## config.mk

```make
export PLATFORM = sky130hd
export DESIGN_NAME = ppc_top
export DESIGN_NICKNAME = d
export VERILOG_FILES = /design/src/verilog/ppc_pkg.sv /design/src/verilog/ppc_pad_bit.sv /design/src/verilog/ppc_top.sv
export SDC_FILE = /design/constraint.sdc
export NUM_CORES = 1
export LEC_CHECK = 0
export ABC_AREA = 1
export BUFFER_PORTS_ARGS = -buffer_cell sky130_fd_sc_hd__buf_4
export CAP_MARGIN = 30
export CORE_UTILIZATION = 48
export DETAILED_ROUTE_END_ITERATION = 10
export GPL_TIMING_DRIVEN = 0
export HOLD_SLACK_MARGIN = 0.03
export PLACE_DENSITY_LB_ADDON = 0.12
export SKIP_LAST_GASP = 1
export SYNTH_ARGS = -nofsm -noshare
export SYNTH_HDL_FRONTEND = slang
export SYNTH_SLANG_ARGS = --single-unit
```

## constraint.sdc

```tcl
create_clock -name pclk -period 1.5 [get_ports pclk]
set_input_delay 0.15 -clock pclk [delete_from_list [all_inputs] [get_ports pclk]]
set_output_delay 0.15 -clock pclk [all_outputs]
set_load 0.005 [all_outputs]
```

## src/verilog/ppc_pkg.sv

```systemverilog
// Purpose: constants and carriers for the six-pin pad control block
// Assumes: APB slave, 32-bit data, byte addresses, 8-bit registers
// Notes: reset values are all zero, so every pin but output-only pin 4 comes up as a plain input
// Contract
// - one pullup enable bit per pin
// - pullup off while pin drives output
// - pullup off under analog control
// - pullup bit 4 has no effect
// - slew bit per pin limits transitions
// - slew has no effect on inputs
// - slew bit 5 has no effect
// - drive bit per pin selects high drive
// - drive select no effect on inputs
// - drive bit 5 has no effect
// - direction bit enables pin output buffer
// - analog function disables both pin buffers
// - reset leaves pins high-impedance, pullups off
package ppc_pkg;

  localparam int PPC_PINS = 6;
  localparam int PPC_REG_W = 8;
  localparam int PPC_ADDR_W = 8;

  // pin roles
  localparam int PPC_OUT_ONLY_PIN = 4;
  localparam int PPC_IN_ONLY_PIN = 5;

  // register byte offsets
  localparam logic [PPC_ADDR_W-1:0] PPC_OFF_DATA = 8'h00;
  localparam logic [PPC_ADDR_W-1:0] PPC_OFF_DIRECTION = 8'h04;
  localparam logic [PPC_ADDR_W-1:0] PPC_OFF_PULLUP = 8'h08;
  localparam logic [PPC_ADDR_W-1:0] PPC_OFF_SLEW = 8'h0C;
  localparam logic [PPC_ADDR_W-1:0] PPC_OFF_DRIVE = 8'h10;
  localparam logic [PPC_ADDR_W-1:0] PPC_OFF_EFF_PULLUP = 8'h14;
  localparam logic [PPC_ADDR_W-1:0] PPC_OFF_EFF_SLEW = 8'h18;
  localparam logic [PPC_ADDR_W-1:0] PPC_OFF_EFF_DRIVE = 8'h1C;
  localparam logic [PPC_ADDR_W-1:0] PPC_OFF_EFF_OUT = 8'h20;

  // reset values
  localparam logic [PPC_PINS-1:0] PPC_RST_DATA = 6'h00;
  localparam logic [PPC_PINS-1:0] PPC_RST_DIRECTION = 6'h00;
  localparam logic [PPC_PINS-1:0] PPC_RST_PULLUP = 6'h00;
  localparam logic [PPC_PINS-1:0] PPC_RST_SLEW = 6'h00;
  localparam logic [PPC_PINS-1:0] PPC_RST_DRIVE = 6'h00;
  localparam logic [31:0] PPC_RST_RDATA = 32'h0000_0000;

  // effective pad controls, one bit per pin
  typedef struct packed {
    logic [PPC_PINS-1:0] pull_on;
    logic [PPC_PINS-1:0] slew;
    logic [PPC_PINS-1:0] drive_hi;
    logic [PPC_PINS-1:0] out_en;
    logic [PPC_PINS-1:0] in_en;
    logic [PPC_PINS-1:0] out_val;
  } ppc_pad_type;

  // shared functions that may own a pin
  typedef struct packed {
    logic [PPC_PINS-1:0] analog_en;
    logic [PPC_PINS-1:0] periph_en;
    logic [PPC_PINS-1:0] periph_oe;
    logic [PPC_PINS-1:0] periph_out;
  } ppc_share_type;

endpackage : ppc_pkg

```

## src/verilog/ppc_pad_bit.sv

```systemverilog
// Purpose: effective pad controls of one pin
// Assumes: purely combinational; the top registers the results
// Notes: pin capabilities are fixed by parameters
`timescale 1ns/1ns
module ppc_pad_bit
#(
  parameter bit CAN_IN = 1'b1,
  parameter bit CAN_OUT = 1'b1
)
(
  input wire logic dir,
  input wire logic pullup_en,
  input wire logic slew_en,
  input wire logic drive_sel,
  input wire logic data,
  input wire logic analog_en,
  input wire logic periph_en,
  input wire logic periph_oe,
  input wire logic periph_out,
  output logic pull_on,
  output logic slew,
  output logic drive_hi,
  output logic out_en,
  output logic in_en,
  output logic out_val
);

  logic drive_req;

  // a shared digital function takes the output buffer from the direction bit
  assign drive_req = periph_en ? periph_oe : dir;
  // analog owns the pin outright, even over a digital function
  assign out_en = CAN_OUT & ~analog_en & drive_req;
  assign in_en = CAN_IN & ~analog_en;
  assign out_val = periph_en ? periph_out : data;
  // an output-only pin has no pullup device at all
  assign pull_on = CAN_IN & pullup_en & ~out_en & ~analog_en;
  // slew and drive only shape a driven output
  assign slew = slew_en & out_en;
  assign drive_hi = drive_sel & out_en;

endmodule : ppc_pad_bit

```

## src/verilog/ppc_top.sv

```systemverilog
// Purpose: six-pin port with per-pin pullup, slew and drive control
// Assumes: APB slave, one access cycle, inputs synchronous to pclk
// Notes: pin 4 is output-only, pin 5 is input-only
//
// Design decisions made here: the register addresses and the APB register port.
`timescale 1ns/1ns
module ppc_top
  import ppc_pkg::*;
(
  input wire logic pclk,
  input wire logic presetn,
  input wire logic psel,
  input wire logic penable,
  input wire logic pwrite,
  input wire logic [PPC_ADDR_W-1:0] paddr,
  input wire logic [31:0] pwdata,
  input wire logic [3:0] pstrb,
  output logic [31:0] prdata,
  output logic pready,
  output logic pslverr,
  input wire ppc_share_type share,
  input wire logic [PPC_PINS-1:0] pin_in,
  output ppc_pad_type pad
);

  // stored controls
  logic [PPC_PINS-1:0] data_reg;
  logic [PPC_PINS-1:0] data_next;
  logic [PPC_PINS-1:0] pin_direction_reg;
  logic [PPC_PINS-1:0] pin_direction_next;
  logic [PPC_PINS-1:0] pin_pullup_enable_reg;
  logic [PPC_PINS-1:0] pin_pullup_enable_next;
  logic [PPC_PINS-1:0] pin_slew_enable_reg;
  logic [PPC_PINS-1:0] pin_slew_enable_next;
  logic [PPC_PINS-1:0] pin_drive_select_reg;
  logic [PPC_PINS-1:0] pin_drive_select_next;

  // bus answer
  logic [31:0] prdata_reg;
  logic [31:0] prdata_next;
  logic pready_reg;
  logic pready_next;
  logic pslverr_reg;
  logic pslverr_next;

  // pad outputs
  ppc_pad_type pad_reg;
  ppc_pad_type pad_next;

  // decode
  logic setup_phase;
  logic access_done;
  logic wr_lane0;
  logic hit_data;
  logic hit_direction;
  logic hit_pullup;
  logic hit_slew;
  logic hit_drive;
  logic hit_eff_pullup;
  logic hit_eff_slew;
  logic hit_eff_drive;
  logic hit_eff_out;
  logic hit_rw;
  logic hit_ro;
  logic hit_any;
  logic bad_access;
  logic do_write;
  logic [PPC_PINS-1:0] wr_bits;

  // read side
  logic [PPC_PINS-1:0] data_view;
  logic [PPC_PINS-1:0] rd_bits;
  logic [PPC_PINS-1:0] dir_view;

  // per-pin results before registering
  logic [PPC_PINS-1:0] eff_pullup;
  logic [PPC_PINS-1:0] eff_slew;
  logic [PPC_PINS-1:0] eff_drive;
  logic [PPC_PINS-1:0] eff_out_en;
  logic [PPC_PINS-1:0] eff_in_en;
  logic [PPC_PINS-1:0] eff_out_val;

  // the answer is prepared in the setup cycle so prdata comes from a flop
  assign setup_phase = psel & ~penable;
  assign access_done = psel & penable & pready_reg;

  assign hit_data = (paddr == PPC_OFF_DATA);
  assign hit_direction = (paddr == PPC_OFF_DIRECTION);
  assign hit_pullup = (paddr == PPC_OFF_PULLUP);
  assign hit_slew = (paddr == PPC_OFF_SLEW);
  assign hit_drive = (paddr == PPC_OFF_DRIVE);
  assign hit_eff_pullup = (paddr == PPC_OFF_EFF_PULLUP);
  assign hit_eff_slew = (paddr == PPC_OFF_EFF_SLEW);
  assign hit_eff_drive = (paddr == PPC_OFF_EFF_DRIVE);
  assign hit_eff_out = (paddr == PPC_OFF_EFF_OUT);

  assign hit_rw = hit_data | hit_direction | hit_pullup | hit_slew | hit_drive;
  assign hit_ro = hit_eff_pullup | hit_eff_slew | hit_eff_drive | hit_eff_out;
  assign hit_any = hit_rw | hit_ro;

  // unmapped addresses and writes to status words are refused
  assign bad_access = ~hit_any | (pwrite & hit_ro);

  // only lane 0 carries register bits; bits 6 and 7 are dropped
  assign wr_lane0 = pstrb[0];
  assign wr_bits = pwdata[PPC_PINS-1:0];
  assign do_write = access_done & pwrite & ~pslverr_reg & wr_lane0;

  // an input-only pin has no direction bit to keep
  assign pin_direction_next = (do_write & hit_direction)
                              ? (wr_bits & ~(6'h01 << PPC_IN_ONLY_PIN))
                              : pin_direction_reg;
  assign data_next = (do_write & hit_data) ? wr_bits : data_reg;
  assign pin_pullup_enable_next = (do_write & hit_pullup) ? wr_bits : pin_pullup_enable_reg;
  assign pin_slew_enable_next = (do_write & hit_slew) ? wr_bits : pin_slew_enable_reg;
  assign pin_drive_select_next = (do_write & hit_drive) ? wr_bits : pin_drive_select_reg;

  // reads of an input return the pin, gated off when its buffer is off
  assign dir_view = pin_direction_reg;
  assign data_view = (dir_view & data_reg) | (~dir_view & pin_in & eff_in_en);

  assign rd_bits = hit_data ? data_view
                 : hit_direction ? pin_direction_reg
                 : hit_pullup ? pin_pullup_enable_reg
                 : hit_slew ? pin_slew_enable_reg
                 : hit_drive ? pin_drive_select_reg
                 : hit_eff_pullup ? pad_reg.pull_on
                 : hit_eff_slew ? pad_reg.slew
                 : hit_eff_drive ? pad_reg.drive_hi
                 : hit_eff_out ? pad_reg.out_en
                 : 6'h00;

  // upper register bits and the rest of the word read as zero
  assign prdata_next = (setup_phase & ~pwrite & ~bad_access)
                       ? {26'h000_0000, rd_bits}
                       : (access_done ? PPC_RST_RDATA : prdata_reg);
  assign pready_next = setup_phase;
  assign pslverr_next = setup_phase ? bad_access : (access_done ? 1'b0 : pslverr_reg);

  // per-pin gating, capabilities fixed by pin role
  genvar gi;
  generate
    for (gi = 0; gi < PPC_PINS; gi++)
    begin : g_pin
      ppc_pad_bit
      #(
        .CAN_IN(gi != PPC_OUT_ONLY_PIN),
        .CAN_OUT(gi != PPC_IN_ONLY_PIN)
      )
      u_bit
      (
        .dir(pin_direction_reg[gi]),
        .pullup_en(pin_pullup_enable_reg[gi]),
        .slew_en(pin_slew_enable_reg[gi]),
        .drive_sel(pin_drive_select_reg[gi]),
        .data(data_reg[gi]),
        .analog_en(share.analog_en[gi]),
        .periph_en(share.periph_en[gi]),
        .periph_oe(share.periph_oe[gi]),
        .periph_out(share.periph_out[gi]),
        .pull_on(eff_pullup[gi]),
        .slew(eff_slew[gi]),
        .drive_hi(eff_drive[gi]),
        .out_en(eff_out_en[gi]),
        .in_en(eff_in_en[gi]),
        .out_val(eff_out_val[gi])
      );
    end
  endgenerate

  // high drive on many pins is software's budget, not checked here
  assign pad_next.pull_on = eff_pullup;
  assign pad_next.slew = eff_slew;
  assign pad_next.drive_hi = eff_drive;
  assign pad_next.out_en = eff_out_en;
  assign pad_next.in_en = eff_in_en;
  assign pad_next.out_val = eff_out_val;

  always_ff @(posedge pclk or negedge presetn)
  begin
    if (!presetn)
    begin
      data_reg <= PPC_RST_DATA;
      pin_direction_reg <= PPC_RST_DIRECTION;
      pin_pullup_enable_reg <= PPC_RST_PULLUP;
      pin_slew_enable_reg <= PPC_RST_SLEW;
      pin_drive_select_reg <= PPC_RST_DRIVE;
    end
    else
    begin
      data_reg <= data_next;
      pin_direction_reg <= pin_direction_next;
      pin_pullup_enable_reg <= pin_pullup_enable_next;
      pin_slew_enable_reg <= pin_slew_enable_next;
      pin_drive_select_reg <= pin_drive_select_next;
    end
  end

  always_ff @(posedge pclk or negedge presetn)
  begin
    if (!presetn)
    begin
      prdata_reg <= PPC_RST_RDATA;
      pready_reg <= 1'b0;
      pslverr_reg <= 1'b0;
    end
    else
    begin
      prdata_reg <= prdata_next;
      pready_reg <= pready_next;
      pslverr_reg <= pslverr_next;
    end
  end

  // pads come up undriven, pullups off, input buffers off
  always_ff @(posedge pclk or negedge presetn)
  begin
    if (!presetn)
    begin
      pad_reg <= '0;
    end
    else
    begin
      pad_reg <= pad_next;
    end
  end

  assign prdata = prdata_reg;
  assign pready = pready_reg;
  assign pslverr = pslverr_reg;
  assign pad = pad_reg;

endmodule : ppc_top

```

==> metrics.md, run 1 <==
| Metric | Value |
|---|---|
| Die W | `86.0 um` |
| Reg power frac | `49.2%` |
| Overflow after GRT | `0` |
| I/O pin count | `149` |
| Setup Crit Path Kind | `flop to flop` |
| Sw power | `879 uW` |
| Multi-input logic area | `1360 um2` |
| Top cell type's share of synthesized area | `50.3%` |
| Clock Sinks | `68` |
| IR drop worst, VDD | `between 0.4 and 0.5 mV` |
| CTS root buf | `clkbuf_8` |
| CTS Buf Count | `9` |
| Sequential area share after synthesis | `50.3%` |
| Crit path cell chain | `nand3b_1, nor2_4, nand2_1, clkbuf_2, nand2_1, o21ai_1` |
| CTS clock-pin slew for the worst setup and hold paths | `0.07 ns` |
| Die footprint | `around 7400 um2` |
| Synth Flop Type | `dfrtp_1` |
| Slowest cell on the critical path | `dfrtp_1` |
| Buffers plus inverters on the worst setup path | `1` |
| Worst Setup SP | `pslverr$_DFFE_PN0P_` |
| DR iter-0 viols | `183` |
| Final hold vios | `0` |
| Die height | `86.0 um` |
| Critical Path RT | `roughly 1.7 ns` |
| Yosys warning total | `0` |
| Highest Clock Rate | `708 MHz` |
| Wire length on met2 | `4440 um` |
| Vias per std cell | `4.82` |
| Residual DRC | `0` |
| Pwr dens | `807 nW/um2` |
| Yosys cell types | `29` |
| Area growth from synthesis to layout | `39.5%` |
| Top post-synthesis cells by area | `dfrtp_1 (50%), nand2_1 (10%), buf_4 (6.9%), nand3_1 (5.5%), inv_1 (5.1%)` |
| Max_cap viols | `0` |
| Detail Placement HPWL | `6180 um` |
| Max FO, Critical Path | `10` |
| Final Power | `3.81 mW` |
| Pint | `2.93 mW` |
| ANT nets after route | `0` |
| CP Launch Type | `flop` |
| Fin. max-slew vios | `0` |
| Clock Path Buffers | `2` |
| Wire length on met1 | `between 3000 and 4000 um` |
| RR Startpoint | `pslverr$_DFFE_PN0P_` |
| Worst-Margin Slew | `0.859 ns` |
| Critical Path End Type | `flop` |
| # rows | `30` |
| Post-Syn Area per Cell | `8.22 um2` |
| Cell Area, Synth | `3390 um2` |
| WL final | `8940 um` |
| Filler cells | `556` |
| DR WL/cell | `13.5 um` |
| WP data arrival | `about 1.6 ns` |
| Relative slew slack | `a little over two fifths` |
| Post-synth EDFFs | `0` |
| WL met3 | `539 um` |
| Period utilization | `~94%` |
| GRT Resource Usage Total | `25.5%` |
| Commonest cells in the netlist | `nand2_1 (93), dfrtp_1 (68), inv_1 (46), nand3_1 (37), nor2_1 (36)` |
| RePlAce Congestion | `0.912` |
| First-pass GRT wire length | `14,000 um` |
| Final setup viols | `0` |
| Sw Share | `23.1%` |
| Largest net degree at the start of global routing | `69` |
| Vias in the first global route | `between 2,000 and 3,000` |
| Largest register FFs | `31` |
| H-tree depth | `3` |
| Fin util | `a little over two thirds` |
| DRT Pass-1 Iters | `5` |
| Synth area leader | `dfrtp_1` |
| Total number of vias | `3,183` |
| Ys async rst share | `between 90% and 100%` |
| Uppermost layer routed | `met4` |
| Layout cell share with drive strength beyond 1 | `31.3%` |
| Starting density of the core | `49.8%` |
| CTS tree | `done` |
| Synth Register Bits | `68` |
| Clock power share | `~40%` |
| Lkg Pwr | `2.59 nW` |
| Diode count | `0` |
| Worst Min Path Start | `share[17]` |
| Register area | `1700 um2` |
| Crit-path max cell delay | `approximately 0.40 ns` |
| Part of the power in combinational logic | `11.7%` |
| Hold crit path type | `input port to flop` |
| Initial antenna violation count | `0` |
| Largest delay contributor family on the critical path | `simple AND/OR/NAND/NOR gates` |
| RSZ-0062 raised after global routing | `true` |
| IO buf count | `86` |
| Post-Synthesis Cells | `412` |
| Clk_lat worst skew | `0.35 ns` |
| Fin crit period | `1.41 ns` |
| Outcome | `finished, final reports clean` |
| Final nets | `about 640` |
| Cell with the most instances after synthesis | `nand2_1` |
| Setup Skew | `0.00939 ns` |
| Cell repeated most along the worst path | `nand2_1` |
| Core area | `6790 um2` |
power by group through the flow:
stage / Combinational, mW / Clock, mW / Sequential [mW]
4_1_cts: 0.430 / 1.51 / 1.87
3_3_place_gp: 0.382 / 0 / 1.91
6_report: 0.445 / 1.49 / 1.88
5_1_grt: 0.489 / 1.59 / 1.88
3_5_place_dp: 0.388 / 0 / 1.91
2_1_floorplan: 0.175 / 0 / 1.91
path summary, 6_finish.rpt:
kind                                                        to  cells past startpoint  slack (ns)
max                         pin_slew_enable_reg[5]$_DFFE_PN0P_                      6        0.09
min                                           pad[5]$_DFF_PN0_                      2        0.05
max reg2reg                 pin_slew_enable_reg[5]$_DFFE_PN0P_                      6        0.09
min reg2reg                pin_drive_select_reg[1]$_DFFE_PN0P_                      2        0.50
max in group asynchronous  pin_drive_select_reg[0]$_DFFE_PN0P_                      2        0.47
min in group asynchronous                     pad[5]$_DFF_PN0_                      2        0.44
worst reg2reg max path, delay by kind of cell, from the launching register on:
family          cells  cell delay [ns]
flops               1             0.40
simple gates        4             0.61
compound gates      1             0.06
buf+inv             1             0.22
through the flow:
stage                     setup TNS [ns]  setup WS [ns]  instance area [um2]  hold slack [ns]  cells
final                                  0         0.0868                 4720           0.0474    661
after global placement             -9.31         -0.452                 4260            0.306    624
after detailed placement           -9.04         -0.423                 4260            0.313    624
after floorplan                        0          0.107                 3500           -0.146    442
after global routing            -0.00441       -0.00441                 4720           0.0336    661
after CTS                              0         0.0337                 4670           0.0371    658
layout make-up:
class	count	share of cell area, %
flip-flops and latches	68	36.0
multi-input cells	281	28.8
repair buffers	109	18.3
plain buffers	37	5.80
inverters	56	4.45
clock buffers	12	3.29
well taps	96	2.54
clock inverters	2	0.742
cells by family (layout without fill, tap and decap cells):
logic type	Yosys count	in the layout	synth area share, %
other	1	31	0.111
multiplexers	1	1	0.333
AO/OA/AOI/OAI	47	47	7.54
buffers and inverters	93	216	14.1
AND/OR/NAND/NOR	202	202	27.7
flip-flops	68	68	50.3
cells in the final DEF (no fill, tap or decap), types with 6 or more instances in the layout:
master         instances
dlygate4sd3_1         19
nor3_1                 6
inv_2                 10
buf_4                123
o21ai_1               31
nor2_4                 6
inv_1                 46
clkbuf_8              11
dfrtp_1               68
nand2_2                7
conb_1                31
nand3_1               35
nand2_1               92
nor2_2                 6
nor2_1                34
layer usage:
layer / track usage [%] / vias up
met5: 0 / -
met4: 12.4 / 0
met3: 5.39 / 19
met2: 43.1 / 120
met1: 30.9 / 1498
li1: - / 1546
timing repair:
action                                 CTS  global route
hold buffers                            19             0
setup buffers                            1             3
endpoints found under the hold margin   86             0
setup endpoints to repair               29            25
pin swaps                                1             3
resized for setup                        4            13
No activity file was read; power rests on OpenSTA's default activity.
==> run 2, diff against run 1 <==
==> constraint.sdc (replaced) <==
create_clock -name pclk -period 1.5 [get_ports pclk]
set_input_delay 0.225 -clock pclk [delete_from_list [all_inputs] [get_ports pclk]]
set_output_delay 0.225 -clock pclk [all_outputs]
set_load 0.005 [all_outputs]
==> metrics.md, run 2 (synthesized netlist as in run 1, its figures left out) <==
| Metric | Value |
|---|---|
| IR drop worst, VDD | `0.482 mV (was 0.496 mV)` |
| Fin cells | `648 (was 661)` |
| WL final | `8540 um (was 8940 um)` |
| Die footprint | `7390 um2 (unchanged)` |
| Placed cell count | `624 (unchanged)` |
| Hold Path Cell Cnt | `2 (unchanged)` |
| Crit-path max cell delay | `0.40 ns (about the same)` |
| DR iter-0 viols | `179 (was 183)` |
| RR Startpoint | `pslverr$_DFFE_PN0P_ (unchanged)` |
| Max FO, Critical Path | `10 (unchanged)` |
| GRT Resource Usage Total | `24.5% (was 25.5%)` |
| I/O pin count | `149 (unchanged)` |
| Total number of vias | `3,096 (was 3,183)` |
| Final Power | `3.78 mW (was 3.81 mW)` |
| Filler cells | `577 (was 556)` |
| Reg-to-reg critical path endpoint | `pin_slew_enable_reg[5]$_DFFE_PN0P_ (unchanged)` |
| Largest net degree at the start of global routing | `69 (unchanged)` |
| Worst-Margin Slew | `0.842 ns (was 0.859 ns)` |
| Core area | `6790 um2 (unchanged)` |
| Final setup viols | `0 (unchanged)` |
| CP Launch Type | `flop (unchanged)` |
| Vias in the first global route | `2,909 (was 2,999)` |
| DR WL/cell | `13.2 um (was 13.5 um)` |
| ANT nets after route | `0 (unchanged)` |
| Worst Min Path Start | `share[21] (was share[17])` |
| Clk_lat worst skew | `0.35 ns (about the same)` |
| Max_cap viols | `0 (unchanged)` |
| Reg2Reg Depth | `6 (unchanged)` |
| WP data arrival | `1.65 ns (was 1.64 ns)` |
| DRT Pass-1 Iters | `4 (was 5)` |
| Slowest cell on the critical path | `dfrtp_1 (unchanged)` |
| CTS root buf | `clkbuf_8 (unchanged)` |
| # rows | `30 (unchanged)` |
| Diode count | `0 (unchanged)` |
| Fin crit period | `1.42 ns (was 1.41 ns)` |
| Commonest non-fill, non-tap cell in the layout | `buf_4 (unchanged)` |
| Starting density of the core | `49.8% (unchanged)` |
| Largest delay contributor family on the critical path | `simple AND/OR/NAND/NOR gates (unchanged)` |
| Largest register FFs | `31 (unchanged)` |
| Lkg Pwr | `2.54 nW (was 2.59 nW)` |
| CTS tree | `done (unchanged)` |
| Critical Path RT | `1.73 ns (about the same)` |
| Hold endpoint | `pad[9]$_DFF_PN0_ (was pad[5]$_DFF_PN0_)` |
| Final nets | `628 (was 641)` |
| Clock Sinks | `68 (unchanged)` |
| Fin. max-slew vios | `0 (unchanged)` |
| Buffers plus inverters on the worst setup path | `1 (unchanged)` |
| First-pass GRT wire length | `13,500 um (was 14,000 um)` |
| Pwr dens | `824 nW/um2 (was 807 nW/um2)` |
| Setup Skew | `0.0112 ns (was 0.00939 ns)` |
| Period utilization | `95.0% (was 94.2%)` |
| CTS Buf Count | `9 (unchanged)` |
| IO buf count | `86 (unchanged)` |
| Crit path cell chain | `nand3b_1, nor2_4, nand2_1, clkbuf_2, nand2_1, o21ai_1 (unchanged)` |
| Residual DRC | `0 (unchanged)` |
| Hold_ws | `0.0435 ns (was 0.0474 ns)` |
| Highest Clock Rate | `702 MHz (was 708 MHz)` |
| Die height | `86.0 um (unchanged)` |
| Overflow after GRT | `0 (unchanged)` |
| Detail Placement HPWL | `6180 um (unchanged)` |
| Commonest cells after routing, fill and taps aside | `buf_4 (127), nand2_1 (92), dfrtp_1 (68), inv_1 (46), nand3_1 (35) (was buf_4 (123), nand2_1 (92), dfrtp_1 (68), inv_1 (46), nand3_1 (35))` |
| Cell repeated most along the worst path | `nand2_1 (unchanged)` |
| Layout cell share with drive strength beyond 1 | `32.8% (was 31.3%)` |
| Clock Path Buffers | `2 (unchanged)` |
| Vias per std cell | `4.78 (was 4.82)` |
| Area growth from synthesis to layout | `35.4% (was 39.5%)` |
| RePlAce Congestion | `0.912 (unchanged)` |
| Outcome | `finished, final reports clean (unchanged)` |
| Initial antenna violation count | `0 (unchanged)` |
| Register-to-register setup slack | `0.08 ns (was 0.09 ns)` |
| Die W | `86.0 um (unchanged)` |
| CTS clock-pin slew for the worst setup and hold paths | `0.07 ns (about the same)` |
| Relative slew slack | `43.9% (was 42.7%)` |
| Critical Path End Type | `flop (unchanged)` |
| H-tree depth | `3 (unchanged)` |
| Setup Crit Path Kind | `flop to flop (unchanged)` |
| Hold crit path type | `input port to flop (unchanged)` |
| Final hold vios | `0 (unchanged)` |
| RSZ-0062 raised after global routing | `true (unchanged)` |
[run 2: cell count changes in the layout (fill, tap and decap cells not counted), sizes merged]
cell / previous run / this run
dlygate4sd3: 19 / 2
buf: 126 / 130
[run 2: worst max path at each step]
stage	cells past startpoint	startpoint	end
after floorplan	5	pready$_DFF_PN0_	dir_view[0]$_DFFE_PN0P_
after detailed placement	5	pready$_DFF_PN0_	dir_view[0]$_DFFE_PN0P_
final	6	pslverr$_DFFE_PN0P_	pin_slew_enable_reg[5]$_DFFE_PN0P_
after global routing	13	paddr[5]	prdata[1]$_DFFE_PN0P_
after global placement	5	pready$_DFF_PN0_	dir_view[2]$_DFFE_PN0P_
after CTS	6	pslverr$_DFFE_PN0P_	pin_slew_enable_reg[4]$_DFFE_PN0P_
[run 2: report_power, final]
part	switching (mW)	internal (mW)	total (mW)
sequential	0.0141	1.86	1.88
combinational	0.204	0.206	0.410
clock	0.654	0.838	1.49
total	0.872	2.91	3.78
[run 2: stage by stage]
step,instance area [um2],setup WS [ns],utilization (%),setup TNS (ns)
after floorplan,3500,0.107,-,0
after global placement,4260,-0.452,62.8,-10.57
after detailed placement,4260,-0.423,62.8,-10.63
after CTS,4510,0.0337,66.3,0
after global routing,4580,-0.0289,67.5,-0.0383
final,4580,0.0751,67.5,0
[run 2: layer usage]
layer | share of wire [%] | GRT usage, % | up-vias
met1 | 41 | 29.8 | 1435
met2 | 49 | 41.3 | 125
met4 | 2.6 | 12.4 | 0
li1 | - | - | 1518
met3 | 7.1 | 4.91 | 18
met5 | 0 | 0 | -
[run 2: timing repair]
| action | in CTS | in global routing |
|---|---|---|
| hold buffers | 2 | 0 |
| hold endpoints to repair | 69 | 0 |
| resized for setup | 7 | 11 |
| pin swaps | 1 | 4 |
| endpoints found under the setup margin | 31 | 24 |
| setup buffers | 1 | 7 |
[run 2: cell type report]
cell class | count | area [um2] | area share [%]
multi-input combinational | 281 | 1360 | 29.7
clock buffer | 12 | 155 | 3.38
tap | 96 | 120 | 2.62
timing repair buffer | 96 | 726 | 15.8
inverter | 56 | 213 | 4.64
sequential | 68 | 1700 | 37.1
buffer | 37 | 274 | 5.98
clock inverter | 2 | 35.0 | 0.764
[run 2: worst register-to-register path, stage by stage (launching register included)]
cell and delay, ns:
dfrtp_1 0.40, nand3b_1 0.21, nor2_4 0.20, nand2_1 0.12, clkbuf_2 0.22, nand2_1 0.09, o21ai_1 0.06
